$ cat src/cvr_consts.vh
// constants for the comparator and reference control block
// assumes inclusion by bare name from the design file
`ifndef CVR_CONSTS_VH
`define CVR_CONSTS_VH

// word byte offsets on the wishbone bus
`define CVR_ADR_CMP_CFG      4'h0
`define CVR_ADR_GATE_SYNC    4'h4
`define CVR_ADR_VREF_CTRL    4'h8
`define CVR_ADR_STATUS       4'hC

// comparator configuration fields
`define CVR_BIT_RESULT       6
`define CVR_BIT_INVERT       4
`define CVR_BIT_SWITCH       3
`define CVR_MODE_HI          2
`define CVR_MODE_LO          0
`define CVR_MODE_SW_A        3'h6
`define CVR_MODE_SW_B        3'h5

// gate and sync fields
`define CVR_BIT_GATE_SEL     1
`define CVR_BIT_SYNC_EN      0

// reference control fields
`define CVR_BIT_REF_EN       7
`define CVR_BIT_REF_RANGE    5
`define CVR_LEVEL_HI         3
`define CVR_LEVEL_LO         0

// reset values
`define CVR_RST_CMP_CFG      8'h00
`define CVR_RST_GATE_SYNC    8'h02
`define CVR_RST_VREF_CTRL    8'h00

// writable bit masks
`define CVR_MSK_CMP_CFG      8'h1F
`define CVR_MSK_GATE_SYNC    8'h03
`define CVR_MSK_VREF_CTRL    8'hAF

// reference ladder arithmetic, in units of supply over 96
`define CVR_LOW_STEP         8'h04
`define CVR_HIGH_BASE        8'h18
`define CVR_HIGH_STEP        8'h03

`endif

$ cat src/cvr_control.v
// comparator output conditioning, timer gate select and reference control
// assumes a classic wishbone master on ref_clk; timer clock is a
// synchronous level input, prescaled by the timer when that is in use
//
// How it works
// - invert bit flips comparator result
// - switch bit routes inputs in modes 110/101
// - comparator gates timer when select cleared
// - select bit: 1 gate pin, 0 comparator
// - sync bit latches on timer clock fall
// - latch uses prescaled timer clock
// - timer counts on rising clock edge
// - enable bit powers reference regardless of mode
// - disabled reference: ladder off, output grounded
// - range bit: 1 low, 0 high
// - four-bit level picks sixteen steps
// - low range: level over 24 of supply
// - high range: quarter plus level over 32
// - upper six gate bits read zero
`timescale 1ns/100ps
`default_nettype none
`include "cvr_consts.vh"

module cvr_control #(
    parameter DATA_W = 32
) (
    input  wire              ref_clk,
    input  wire              reset,
    // wishbone slave
    input  wire              wb_cyc_i,
    input  wire              wb_stb_i,
    input  wire              wb_we_i,
    input  wire [3:0]        wb_adr_i,
    input  wire [3:0]        wb_sel_i,
    input  wire [DATA_W-1:0] wb_dat_i,
    output reg  [DATA_W-1:0] wb_dat_o,
    output wire              wb_ack_o,
    output wire              wb_err_o,
    // analog comparator side
    input  wire              comparator_raw,
    output reg               comparator_result,
    output wire [2:0]        comparator_mode_field,
    output wire              input_switch,
    output wire              switch_active,
    // timer side
    input  wire              timer_clk_prescaled,
    input  wire              timer_on,
    input  wire              timer_gate_enable,
    input  wire              external_gate_pin,
    output reg               timer_gate,
    output reg               timer_count_en,
    // reference ladder side
    output wire              reference_enable,
    output wire              reference_range_select,
    output wire [3:0]        reference_level,
    output reg               ladder_power,
    output reg  [7:0]        reference_output
);

// ---------------------------------------------------------------------
// registers
// ---------------------------------------------------------------------
reg  [7:0] cmp_cfg_ff;
reg  [7:0] comparator_gate_sync_config_ff;
reg  [7:0] voltage_reference_control_ff;
reg        ack_ff;
reg        tclk_prev_ff;
reg        sync_out_ff;
reg  [7:0] nxt_rdata;
reg        nxt_hit;

wire req     = wb_cyc_i & wb_stb_i & ~ack_ff;
wire wr_lane = wb_we_i & wb_sel_i[0];

always @* begin
    nxt_hit   = 1'b1;
    nxt_rdata = 8'h00;
    case (wb_adr_i)
        `CVR_ADR_CMP_CFG: begin
            nxt_rdata = cmp_cfg_ff;
            nxt_rdata[`CVR_BIT_RESULT] = comparator_result;
        end
        `CVR_ADR_GATE_SYNC:
            nxt_rdata = comparator_gate_sync_config_ff
                        & `CVR_MSK_GATE_SYNC;
        `CVR_ADR_VREF_CTRL:
            nxt_rdata = voltage_reference_control_ff;
        `CVR_ADR_STATUS:
            nxt_rdata = {4'h0, ladder_power, timer_count_en,
                         timer_gate, sync_out_ff};
        default:
            nxt_hit = 1'b0;
    endcase
end

always @(posedge ref_clk) begin
    if (reset) begin
        cmp_cfg_ff                     <= `CVR_RST_CMP_CFG;
        comparator_gate_sync_config_ff <= `CVR_RST_GATE_SYNC;
        voltage_reference_control_ff   <= `CVR_RST_VREF_CTRL;
        ack_ff                         <= 1'b0;
        wb_dat_o                       <= {DATA_W{1'b0}};
    end else begin
        ack_ff <= req;
        if (req) begin
            wb_dat_o <= {{(DATA_W-8){1'b0}}, nxt_rdata};
        end
        if (req & wr_lane & nxt_hit) begin
            case (wb_adr_i)
                `CVR_ADR_CMP_CFG:
                    cmp_cfg_ff <= wb_dat_i[7:0] & `CVR_MSK_CMP_CFG;
                `CVR_ADR_GATE_SYNC:
                    comparator_gate_sync_config_ff <=
                        wb_dat_i[7:0] & `CVR_MSK_GATE_SYNC;
                `CVR_ADR_VREF_CTRL:
                    voltage_reference_control_ff <=
                        wb_dat_i[7:0] & `CVR_MSK_VREF_CTRL;
                default: ;
            endcase
        end
    end
end

// unmapped addresses end the cycle with err instead of ack
reg err_ff;
always @(posedge ref_clk) begin
    if (reset) begin
        err_ff <= 1'b0;
    end else begin
        err_ff <= req & ~nxt_hit;
    end
end
assign wb_ack_o = ack_ff & ~err_ff;
assign wb_err_o = ack_ff & err_ff;

// ---------------------------------------------------------------------
// comparator controls
// ---------------------------------------------------------------------
wire output_invert      = cmp_cfg_ff[`CVR_BIT_INVERT];
wire gate_source_select =
    comparator_gate_sync_config_ff[`CVR_BIT_GATE_SEL];
wire output_sync_enable =
    comparator_gate_sync_config_ff[`CVR_BIT_SYNC_EN];

assign comparator_mode_field =
    cmp_cfg_ff[`CVR_MODE_HI:`CVR_MODE_LO];
assign input_switch = cmp_cfg_ff[`CVR_BIT_SWITCH];
// high selects the positive pin onto the inverting input
assign switch_active = input_switch &
    ((comparator_mode_field == `CVR_MODE_SW_A) |
     (comparator_mode_field == `CVR_MODE_SW_B));

wire cmp_conditioned = comparator_raw ^ output_invert;

// ---------------------------------------------------------------------
// sync latch and timer gate
// ---------------------------------------------------------------------
// timer clock arrives already prescaled, so the latch sees that rate
wire tclk_fall = tclk_prev_ff & ~timer_clk_prescaled;
wire tclk_rise = ~tclk_prev_ff & timer_clk_prescaled;

// edge history follows the pin through reset, so no false edge
// shows up on the first cycle after it
always @(posedge ref_clk) begin
    tclk_prev_ff <= timer_clk_prescaled;
    if (reset) begin
        sync_out_ff <= 1'b0;
    end else if (tclk_fall) begin
        sync_out_ff <= cmp_conditioned;
    end
end

always @* begin
    if (output_sync_enable) begin
        comparator_result = sync_out_ff;
    end else begin
        comparator_result = cmp_conditioned;
    end
    if (gate_source_select) begin
        timer_gate = external_gate_pin;
    end else begin
        timer_gate = comparator_result;
    end
    // count pulse on rising edge, away from the latching fall
    timer_count_en = tclk_rise & timer_on &
        (~timer_gate_enable | timer_gate);
end

// ---------------------------------------------------------------------
// reference ladder
// ---------------------------------------------------------------------
assign reference_enable =
    voltage_reference_control_ff[`CVR_BIT_REF_EN];
assign reference_range_select =
    voltage_reference_control_ff[`CVR_BIT_REF_RANGE];
assign reference_level =
    voltage_reference_control_ff[`CVR_LEVEL_HI:`CVR_LEVEL_LO];

// output code is the reference in units of supply over 96
always @(posedge ref_clk) begin
    if (reset) begin
        ladder_power     <= 1'b0;
        reference_output <= 8'h00;
    end else begin
        ladder_power <= reference_enable;
        if (!reference_enable) begin
            reference_output <= 8'h00;
        end else if (reference_range_select) begin
            reference_output <= {4'h0, reference_level}
                                * `CVR_LOW_STEP;
        end else begin
            reference_output <= `CVR_HIGH_BASE
                + {4'h0, reference_level} * `CVR_HIGH_STEP;
        end
    end
end

endmodule // cvr_control
`default_nettype wire

$ cat config.mk
export PLATFORM = sky130hd
export DESIGN_NAME = cvr_control
export DESIGN_NICKNAME = d
export VERILOG_FILES = /design/src/cvr_control.v
export VERILOG_INCLUDE_DIRS = /design/src
export SDC_FILE = /design/constraint.sdc
export NUM_CORES = 1
export LEC_CHECK = 0
export ABC_AREA = 1
export BUFFER_PORTS_ARGS = -buffer_cell sky130_fd_sc_hd__buf_2
export CORE_MARGIN = 2
export CORE_UTILIZATION = 46
export DETAILED_ROUTE_END_ITERATION = 12
export GPL_ROUTABILITY_DRIVEN = 0
export PLACE_DENSITY_LB_ADDON = 0.05
export SYNTH_ARGS = -nofsm -noshare
export SYNTH_HDL_FRONTEND = slang
export SYNTH_SLANG_ARGS = --single-unit
$ cat constraint.sdc
create_clock -name ref_clk -period 3.41 [get_ports ref_clk]
set_clock_uncertainty 0.2 [all_clocks]
set_input_delay 0.682 -clock ref_clk [delete_from_list [all_inputs] [get_ports ref_clk]]
set_output_delay 0.682 -clock ref_clk [all_outputs]
set_load 0.01 [all_outputs]
==> metrics.txt, run 1 <==
Tcrit/Tclk final 0.665; Final Non-Filler Cells 323; share of cells above drive strength 1 0.240; register area share after synthesis 0.391; CTS Hold Bufs 0; Sink Count 33; Post-Route WL 3460 um; Synth Register Bits 33; Worst EP arrival 1.39 ns; antenna violations before repair 0; clk buf depth 2; clk_lat worst skew 0.28 ns; LEAKAGE 1.03 nW; Max Freq 441 MHz; VDD IR-drop max 0.289 mV; RSZ-0062 raised after global routing no; GR Util met1 0.222; Via Count 1475; Netlist cell types 28; initial drt markers 83; Synth Warn # 0; clk slew on worst S/H paths 0.07 ns; post-CTS setup repair buffer count 0; status finished clean; Setup WS pre-CTS 1.13 ns; layer with the highest usage met2; CORE AREA 3610 um2; Power Dens Cells 391 nW/um2; crit path max fanout 2; largest net degree at the start of global routing 15; H-tree Lvls 2; Placed Area 1880 um2; IO buf count 53; fin area 1980 um2; vias in the first global route 1237; Routed WL per cell 10.7 um; HP Class reg2reg; DP HPWL 2750 um; Die Wd 64.6 um; CTS tree built; CP Class in2out; I/O pin count 107; DIE HEIGHT 64.6 um; Cells after Synth 221; required time of the critical path 2.53 ns; CTS root buffer clkbuf_8; post-route antenna net violation count 0; Initial Util 0.469; beginning of the worst hold path wb_dat_o[1]; # rows 22; Overflow after GRT 0; Synth Area per Inst 7.65 um2; Tmin final 2.27 ns; Startpoint Class input port; DRC viols 0; die area 4180 um2; Fin. Hold Viols 0; R2R Setup Slk 1.42 ns; final worst-path setup slack 1.14 ns; critical path capture point type output pin; first-pass GRT wire length 5590 um; TritonCTS buffer count 5; Cells after DPL 315; fin. max-slew vios 0; Max Cap Violations 0; Avg Vias per Cell 4.57; Syn-to-layout area delta 17.4%; GR Layer Usage met2 0.292; met3 Track Usage GR 0.0469; Setup-failing EPs final 0; area of the mapped netlist 1690 um2; worst r2r src voltage_reference_control_ff[3]; GRT Total Usage 0.178; # diodes 0; fin nets 331; post_cts resized 0; Critical Path Source comparator_raw; Pre-antenna DRT Iters 4; setup TNS 0 ns
==> per-layer routing <==
layer | part of all wire | vias to the layer above
met1 | 0.46 | 653
met4 | 0.015 | 0
met5 | 0 | -
li1 | - | 768
met2 | 0.46 | 49
met3 | 0.064 | 5
==> final timing paths <==
path / cells after the start / endpoint
setup / recovery: 9 / timer_count_en
hold / removal: 2 / wb_dat_o[1]
setup reg to reg: 7 / reference_output[4]
hold reg to reg: 2 / wb_dat_o[1]
==> cell families (layout without fill, tap and decap cells) <==
kind of cell / Yosys count / count (layout) / synth area share
flip-flops: 33 / 33 / 0.391
other: 1 / 25 / 0.00222
AO/OA/AOI/OAI: 51 / 51 / 0.164
adder cells (fa/ha/maj): 7 / 7 / 0.0607
XOR/XNOR: 1 / 1 / 0.00518
AND/OR/NAND/NOR: 63 / 63 / 0.170
buffers and inverters: 65 / 95 / 0.207
==> layout by cell type (no fill, tap or decap) <==
cell type	synthesis	final
a211oi_1	1	1
nand3_1	12	12
clkbuf_8	0	7
o21ai_1	4	4
o31ai_1	1	1
nor2_1	13	13
o21ai_0	16	16
a31oi_1	1	1
dfxtp_1	33	33
fa_1	2	2
nor2_4	1	1
clkinv_2	0	1
xor2_1	1	1
nand2_1	31	31
a21oi_1	20	20
inv_1	33	33
a22oi_1	1	1
nor3_1	1	1
nand3_2	1	1
o211ai_1	4	4
nor3_4	1	1
clkinv_1	1	1
ha_1	5	5
o22ai_1	3	3
conb_1	1	25
nand2_2	2	2
buf_2	1	53
and3_1	1	1
==> sequential cells by signal, summed over array words and instances (netlist names) <==
register                        cells
ack_ff                              1
cmp_cfg_ff                          5
comparator_gate_sync_config_ff      2
err_ff                              1
ladder_power                        1
reference_output                    7
sync_out_ff                         1
tclk_prev_ff                        1
voltage_reference_control_ff        6
wb_dat_o                            8
==> where the power goes <==
part | leakage [nW] | total [mW] | switching (mW) | internal (mW)
clock | 0.0542 | 0.321 | 0.139 | 0.182
combinational | 0.706 | 0.0619 | 0.0427 | 0.0192
sequential | 0.267 | 0.392 | 0.00228 | 0.390
==> layout make-up <==
class | instances | area [um2]
fillers | 371 | 1620
multi-input cells | 147 | 769
flip-flops and latches | 33 | 661
repair buffers | 53 | 265
inverters | 34 | 128
clock buffers | 7 | 96.3
well taps | 48 | 60.1
clock inverters | 1 | 5.00
==> worst max-delay path: stages <==
cell	delay [ns]
buf_2	0.10
inv_1	0.04
nand2_1	0.05
nand3_1	0.10
nand3_1	0.09
nand3_1	0.10
nand2_1	0.06
inv_1	0.04
buf_2	0.11
==> through the flow <==
stage / total power [mW] / util / hold slack [ns]
finish: 0.775 / 0.550 / 0.264
global placement: 0.462 / 0.522 / 0.255
CTS: 0.780 / 0.550 / 0.266
floorplan: 0.459 / - / 0.250
detailed placement: 0.462 / 0.522 / 0.255
global route: 0.805 / 0.550 / 0.311
==> Yosys cell counts, drive strengths merged <==
library cell | instances | area [um2]
dfxtp | 33 | 661
clkinv | 1 | 3.75
o22ai | 3 | 18.8
nand3 | 13 | 70.1
buf | 29 | 215
nand2 | 33 | 129
conb | 1 | 3.75
a31oi | 1 | 6.26
o31ai | 1 | 7.51
a22oi | 1 | 7.51
and3 | 1 | 6.26
a21oi | 20 | 100
a211oi | 1 | 7.51
nor2 | 14 | 60.1
inv | 33 | 124
xor2 | 1 | 8.76
nor3 | 2 | 21.3
ha | 5 | 62.6
o211ai | 4 | 30.0
o21ai | 20 | 100
fa | 2 | 40.0
clkbuf | 2 | 7.51
(Power assumes the default switching activity.)
==> run 2, diff against run 1 <==
--- a/config.mk
+++ b/config.mk
@@ -6,10 +6,10 @@
 export SDC_FILE = /design/constraint.sdc
 export NUM_CORES = 1
 export LEC_CHECK = 0
-export ABC_AREA = 1
+export ABC_AREA = 0
 export BUFFER_PORTS_ARGS = -buffer_cell sky130_fd_sc_hd__buf_2
 export CORE_MARGIN = 2
-export CORE_UTILIZATION = 46
+export CORE_UTILIZATION = 39
 export DETAILED_ROUTE_END_ITERATION = 12
 export GPL_ROUTABILITY_DRIVEN = 0
 export PLACE_DENSITY_LB_ADDON = 0.05
==> constraint.sdc (replaced) <==
create_clock -name ref_clk -period 2 [get_ports ref_clk]
set_clock_uncertainty 0.2 [all_clocks]
set_input_delay 0.4 -clock ref_clk [delete_from_list [all_inputs] [get_ports ref_clk]]
set_output_delay 0.4 -clock ref_clk [all_outputs]
set_load 0.01 [all_outputs]
==> metrics.txt, run 2 <==
clk buf depth 2 (unchanged); async set-reset flop share out of synthesis 0 (unchanged); most numerous cell in the Yosys netlist dfxtp_1; critical path capture point type flop; H-tree Lvls 2 (unchanged); Via Count 1449 (-1.8%); RSZ-0062 raised after global routing yes; Pre-antenna DRT Iters 4 (unchanged); Post-Route WL 3990 um (+15%); Setup-failing EPs final 0 (unchanged); Power Dens Cells 606 nW/um2 (+55%); post-CTS setup repair buffer count 0 (unchanged); Synth area leader dfxtp_1; depth of the most critical reg-to-reg path 7 (unchanged); Avg Vias per Cell 4.67 (+2.4%); clk_lat worst skew 0.28 ns (about the same); largest cells by area after synthesis dfxtp_1, buf_4, mux2i_1, nor2_1, ha_1; fin nets 314 (-5.1%); required time of the critical path 1.97 ns (-0.56 ns); CTS tree built; DRC viols 0 (unchanged); area of the mapped netlist 1830 um2 (+8.2%); Synth Area per Inst 9.19 um2 (+20%); Max Cap Violations 0 (unchanged); clk slew on worst S/H paths 0.07 ns (about the same); Fin. Hold Viols 0 (unchanged); most used flip-flop cell after synthesis dfxtp_1; Setup WS pre-CTS 0.0146 ns (-1.12 ns); layer with the highest usage met2; TritonCTS buffer count 5 (unchanged); # rows 24 (+9.1%); HP Class in2reg; crit path max fanout 3 (+1); most common cell after layout, fill and taps aside buf_2; Tot Pwr 1.34 mW (+72%); Die Wd 72.5 um (+12%); DP HPWL 3060 um (+12%); Max Freq 503 MHz; CTS root buffer clkbuf_8; Largest register FFs 8 (unchanged); Yosys top cell area share 0.361 (-0.0297); IO buf count 53 (unchanged); met3 Track Usage GR 0.0431 (-0.00382); Sink Count 33 (unchanged); Syn-to-layout area delta 20.7%; # diodes 0 (unchanged); post-route antenna net violation count 0 (unchanged); Synth Warn # 0 (unchanged); Overflow after GRT 0 (unchanged); I/O pin count 107 (unchanged); Routed WL per cell 12.9 um (+20%); CORE AREA 4440 um2 (+23%); Cells after Synth 199 (-10%); Netlist cell types 39 (+39%); status finished clean; vias in the first global route 1271 (+2.7%); worst hold stages 1 (-1); Synth Register Bits 33 (unchanged); GR Layer Usage met2 0.234 (-0.0572); CTS Hold Bufs 0 (unchanged); slowest stage delay, CP 0.41 ns (+0.30 ns); die area 5250 um2 (+26%); LEAKAGE 1.15 nW (+12%); Post-synth EDFFs 0 (unchanged); Tmin final 1.99 ns; fin. max-slew vios 0 (unchanged); Worst EP arrival 1.95 ns (+0.56 ns); top flop regs wb_dat_o (8), reference_output (7), voltage_reference_control_ff (6); Initial Util 0.412 (-0.0572); VDD IR-drop max 0.330 mV (+14%); DIE HEIGHT 72.5 um (+12%); share of cells above drive strength 1 0.345 (+0.105); Commonest cells post-synth dfxtp_1, buf_4, nor2_1; CP Class reg2reg; final worst-path setup slack 0.0111 ns (-1.13 ns); largest net degree at the start of global routing 26 (+11); GRT Total Usage 0.156 (-0.0215); register area share after synthesis 0.361 (-0.0297); first-pass GRT wire length 6270 um (+12%); Tcrit/Tclk final 0.994; CP max stage cell fa_1; largest register by flop count wb_dat_o; CP cell instances ha_4, inv_2, fa_1, or3b_4, a21oi_2, xnor2_1, nor2_1; antenna violations before repair 0 (unchanged); most frequent cells in the layout buf_2, nor2_1, dfxtp_1; Startpoint Class flop; initial drt markers 49 (-41%); GR Util met1 0.216 (-0.00615)
-- run 2: cells by family after synthesis --
kind of cell,share of synthesized area
other cells,0.00205
buf+inv,0.154
flops,0.361
mux,0.0999
xor+xnor,0.0239
compound gates,0.0807
simple gates,0.222
fa+ha+maj,0.0561
-- run 2: stage by stage --
| step | cell area [um2] | TNS (ns) | hold slack, ns | std cells | utilization |
|---|---|---|---|---|---|
| 3_5_place_dp | 2090 | 0 | 0.248 | 302 | 0.469 |
| 3_3_place_gp | 2090 | 0 | 0.239 | 302 | 0.469 |
| 2_1_floorplan | 1930 | 0 | 0.228 | 223 | - |
| 4_1_cts | 2190 | 0 | 0.0337 | 310 | 0.492 |
| 6_report | 2210 | 0 | 0.0450 | 310 | 0.497 |
| 5_1_grt | 2210 | -0.100 | 0.0351 | 310 | 0.497 |
-- run 2: area by class of cell --
type	instances	area, um2
inverter	9	33.8
timing repair buffer	63	340
sequential	33	671
clock inverter	1	5.00
clock buffer	7	96.3
fill	464	2240
multi-input combinational	145	996
tap	52	65.1
-- run 2: critical path, delay by kind of cell, from the launching register on --
| kind | cells | cell delay, ns |
|---|---|---|
| buffers and inverters | 1 | 0.06 |
| XOR/XNOR | 1 | 0.12 |
| flip-flops | 1 | 0.36 |
| AO/OA/AOI/OAI | 1 | 0.13 |
| AND/OR/NAND/NOR | 2 | 0.43 |
| adder cells (fa/ha/maj) | 2 | 0.56 |
-- run 2: final timing paths --
check	start	endpoint	slack, ns
setup reg to reg	voltage_reference_control_ff[2]	reference_output[5]	0.01
hold reg to reg	wb_dat_o[4]	wb_dat_o[4]	0.25
setup / recovery	voltage_reference_control_ff[2]	reference_output[5]	0.01
hold / removal	timer_clk_prescaled	tclk_prev_ff	0.05
-- run 2: routing by layer --
metal / part of all wire / routed length (um) / vias to the layer above
li1: - / - / 734
met4: 0.0070 / 28 / 0
met2: 0.42 / 1670 / 60
met3: 0.067 / 267 / 4
met5: 0 / 0 / -
met1: 0.51 / 2020 / 651
-- run 2: where the power goes --
part           internal, mW  total [mW]  switching, mW
registers             0.660       0.663        0.00292
clock network         0.311       0.555          0.244
logic                0.0412       0.119         0.0777
-- run 2: timing repair --
item                                    in CTS  in global routing
endpoints found under the setup margin       1                  6
gates resized for setup                      1                  7
pin swaps                                    0                  1
==> run 3, diff against run 2 <==
--- a/config.mk
+++ b/config.mk
@@ -6,12 +6,13 @@
 export SDC_FILE = /design/constraint.sdc
 export NUM_CORES = 1
 export LEC_CHECK = 0
-export ABC_AREA = 0
+export ABC_AREA = 1
 export BUFFER_PORTS_ARGS = -buffer_cell sky130_fd_sc_hd__buf_2
 export CORE_MARGIN = 2
-export CORE_UTILIZATION = 39
+export CORE_UTILIZATION = 38
 export DETAILED_ROUTE_END_ITERATION = 12
 export GPL_ROUTABILITY_DRIVEN = 0
+export MAX_ROUTING_LAYER = met4
 export PLACE_DENSITY_LB_ADDON = 0.05
 export SYNTH_ARGS = -nofsm -noshare
 export SYNTH_HDL_FRONTEND = slang
==> metrics.txt, run 3 (synthesis gave the netlist of run 1 again) <==
status finished clean; most frequent cells in the layout buf_2, inv_1, nand2_1, dfxtp_1, conb_1; IO buf count 53 (unchanged); largest register by flop count wb_dat_o; CTS root buffer clkbuf_8; Avg Vias per Cell 4.47 (-4.4%); vias in the first global route 1326 (+4.3%); VDD IR-drop max 0.373 mV (+13%); antenna violations before repair 0 (unchanged); Placed Area 1960 um2 (-6.2%); Routed WL per cell 11.1 um (-14%); LEAKAGE 1.07 nW (-6.3%); # diodes 0 (unchanged); Max Freq 533 MHz (+6.0%); clk_lat worst skew 0.28 ns (about the same); I/O pin count 107 (unchanged); first-pass GRT wire length 6070 um (-3.1%); Overflow after GRT 0 (unchanged); GRT Total Usage 0.156 (-0.000205); Die Wd 70.7 um (-2.5%); Pre-antenna DRT Iters 4 (unchanged); crit path max fanout 4 (+1); Final Non-Filler Cells 336 (+8.4%); H-tree Lvls 2 (unchanged); CTS tree built; fin. max-slew vios 0 (unchanged); setup TNS 0 ns (unchanged); Via Count 1502 (+3.7%); fin area 2070 um2 (-6.1%); Setup-failing EPs final 0 (unchanged); Tcrit/Tclk final 0.938 (-0.0562); clk buf depth 2 (unchanged); Cells after DPL 328 (+8.6%); DIE HEIGHT 70.7 um (-2.5%); Power Dens Cells 642 nW/um2 (+6.0%); Fin Hold WS 0.0421 ns (-0.00288 ns); initial drt markers 70 (+43%); post-route antenna net violation count 0 (unchanged); # rows 24 (unchanged); Initial Util 0.391 (-0.0207); CP Class reg2reg; die area 5000 um2 (-4.9%); TritonCTS buffer count 5 (unchanged); fin nets 340 (+8.3%); post-CTS setup repair buffer count 0 (unchanged); HP Class in2reg; most common cell after layout, fill and taps aside buf_2; CORE AREA 4320 um2 (-2.7%); Sink Count 33 (unchanged); Startpoint Class flop; DP HPWL 2950 um (-3.7%); RSZ-0062 raised after global routing no; Max Cap Violations 0 (unchanged); Tmin final 1.88 ns (-0.112 ns); clk slew on worst S/H paths 0.07 ns (about the same); largest net degree at the start of global routing 15 (-42%); DRC viols 0 (unchanged); share of cells above drive strength 1 0.285 (-0.0597); number of fill cells in the layout 466 (+0.43%); Syn-to-layout area delta 22.6%; CTS Hold Bufs 0 (unchanged); Fin. Hold Viols 0 (unchanged); Worst EP arrival 1.85 ns (-0.10 ns); top flop regs wb_dat_o (8), reference_output (7), voltage_reference_control_ff (6); Post-Route WL 3720 um (-6.8%); Largest register FFs 8 (unchanged); required time of the critical path 1.98 ns (about the same); critical path capture point type flop
[run 3: repair_timing]
item                                    4_1_cts  5_1_grt
hold endpoints to repair                      0        0
endpoints found under the setup margin        0        3
resized for setup                             0        6
[run 3: per-layer routing]
layer  up-vias  global-route usage  share of wire  routed length, um
met3         6              0.0299          0.056                207
met1       652               0.194           0.46               1730
met4         0              0.0629          0.017                 62
met2        58               0.249           0.46               1720
li1        786                   -              -                  -
met5         -                   -              0                  0
[run 3: critical path, stage by stage (launching register included)]
cell and delay, ns:
dfxtp_1 0.40, ha_1 0.18, inv_2 0.05, fa_1 0.44, o31ai_2 0.22, nand2_1 0.08, o21ai_0 0.14, a21oi_1 0.06
[run 3: final timing paths]
check / start / end / slack (ns) / cells after the start
max: voltage_reference_control_ff[1] / reference_output[5] / 0.12 / 7
min: timer_clk_prescaled / tclk_prev_ff / 0.04 / 1
max reg2reg: voltage_reference_control_ff[1] / reference_output[5] / 0.12 / 7
min reg2reg: wb_dat_o[1] / wb_dat_o[1] / 0.26 / 2
[run 3: through the flow]
stage          setup WS [ns]  utilization  power, mW
6_report               0.123        0.479       1.33
5_1_grt              0.00619        0.479       1.40
4_1_cts               0.0649        0.476       1.35
3_5_place_dp           0.102        0.452      0.793
3_3_place_gp          0.0996        0.452      0.793
2_1_floorplan         0.0554            -      0.782
[run 3: power by group]
group / internal (mW) / switching (mW) / total [mW]
sequential: 0.664 / 0.00352 / 0.668
combinational: 0.0369 / 0.0744 / 0.111
clock: 0.311 / 0.240 / 0.551
[run 3: final cells by class]
type,count,area [um2],share of cell area
multi-input combinational,147,782,0.377
sequential,33,663,0.320
timing repair buffer,62,333,0.161
inverter,34,128,0.0616
clock buffer,7,96.3,0.0465
tap,52,65.1,0.0314
clock inverter,1,5.00,0.00242
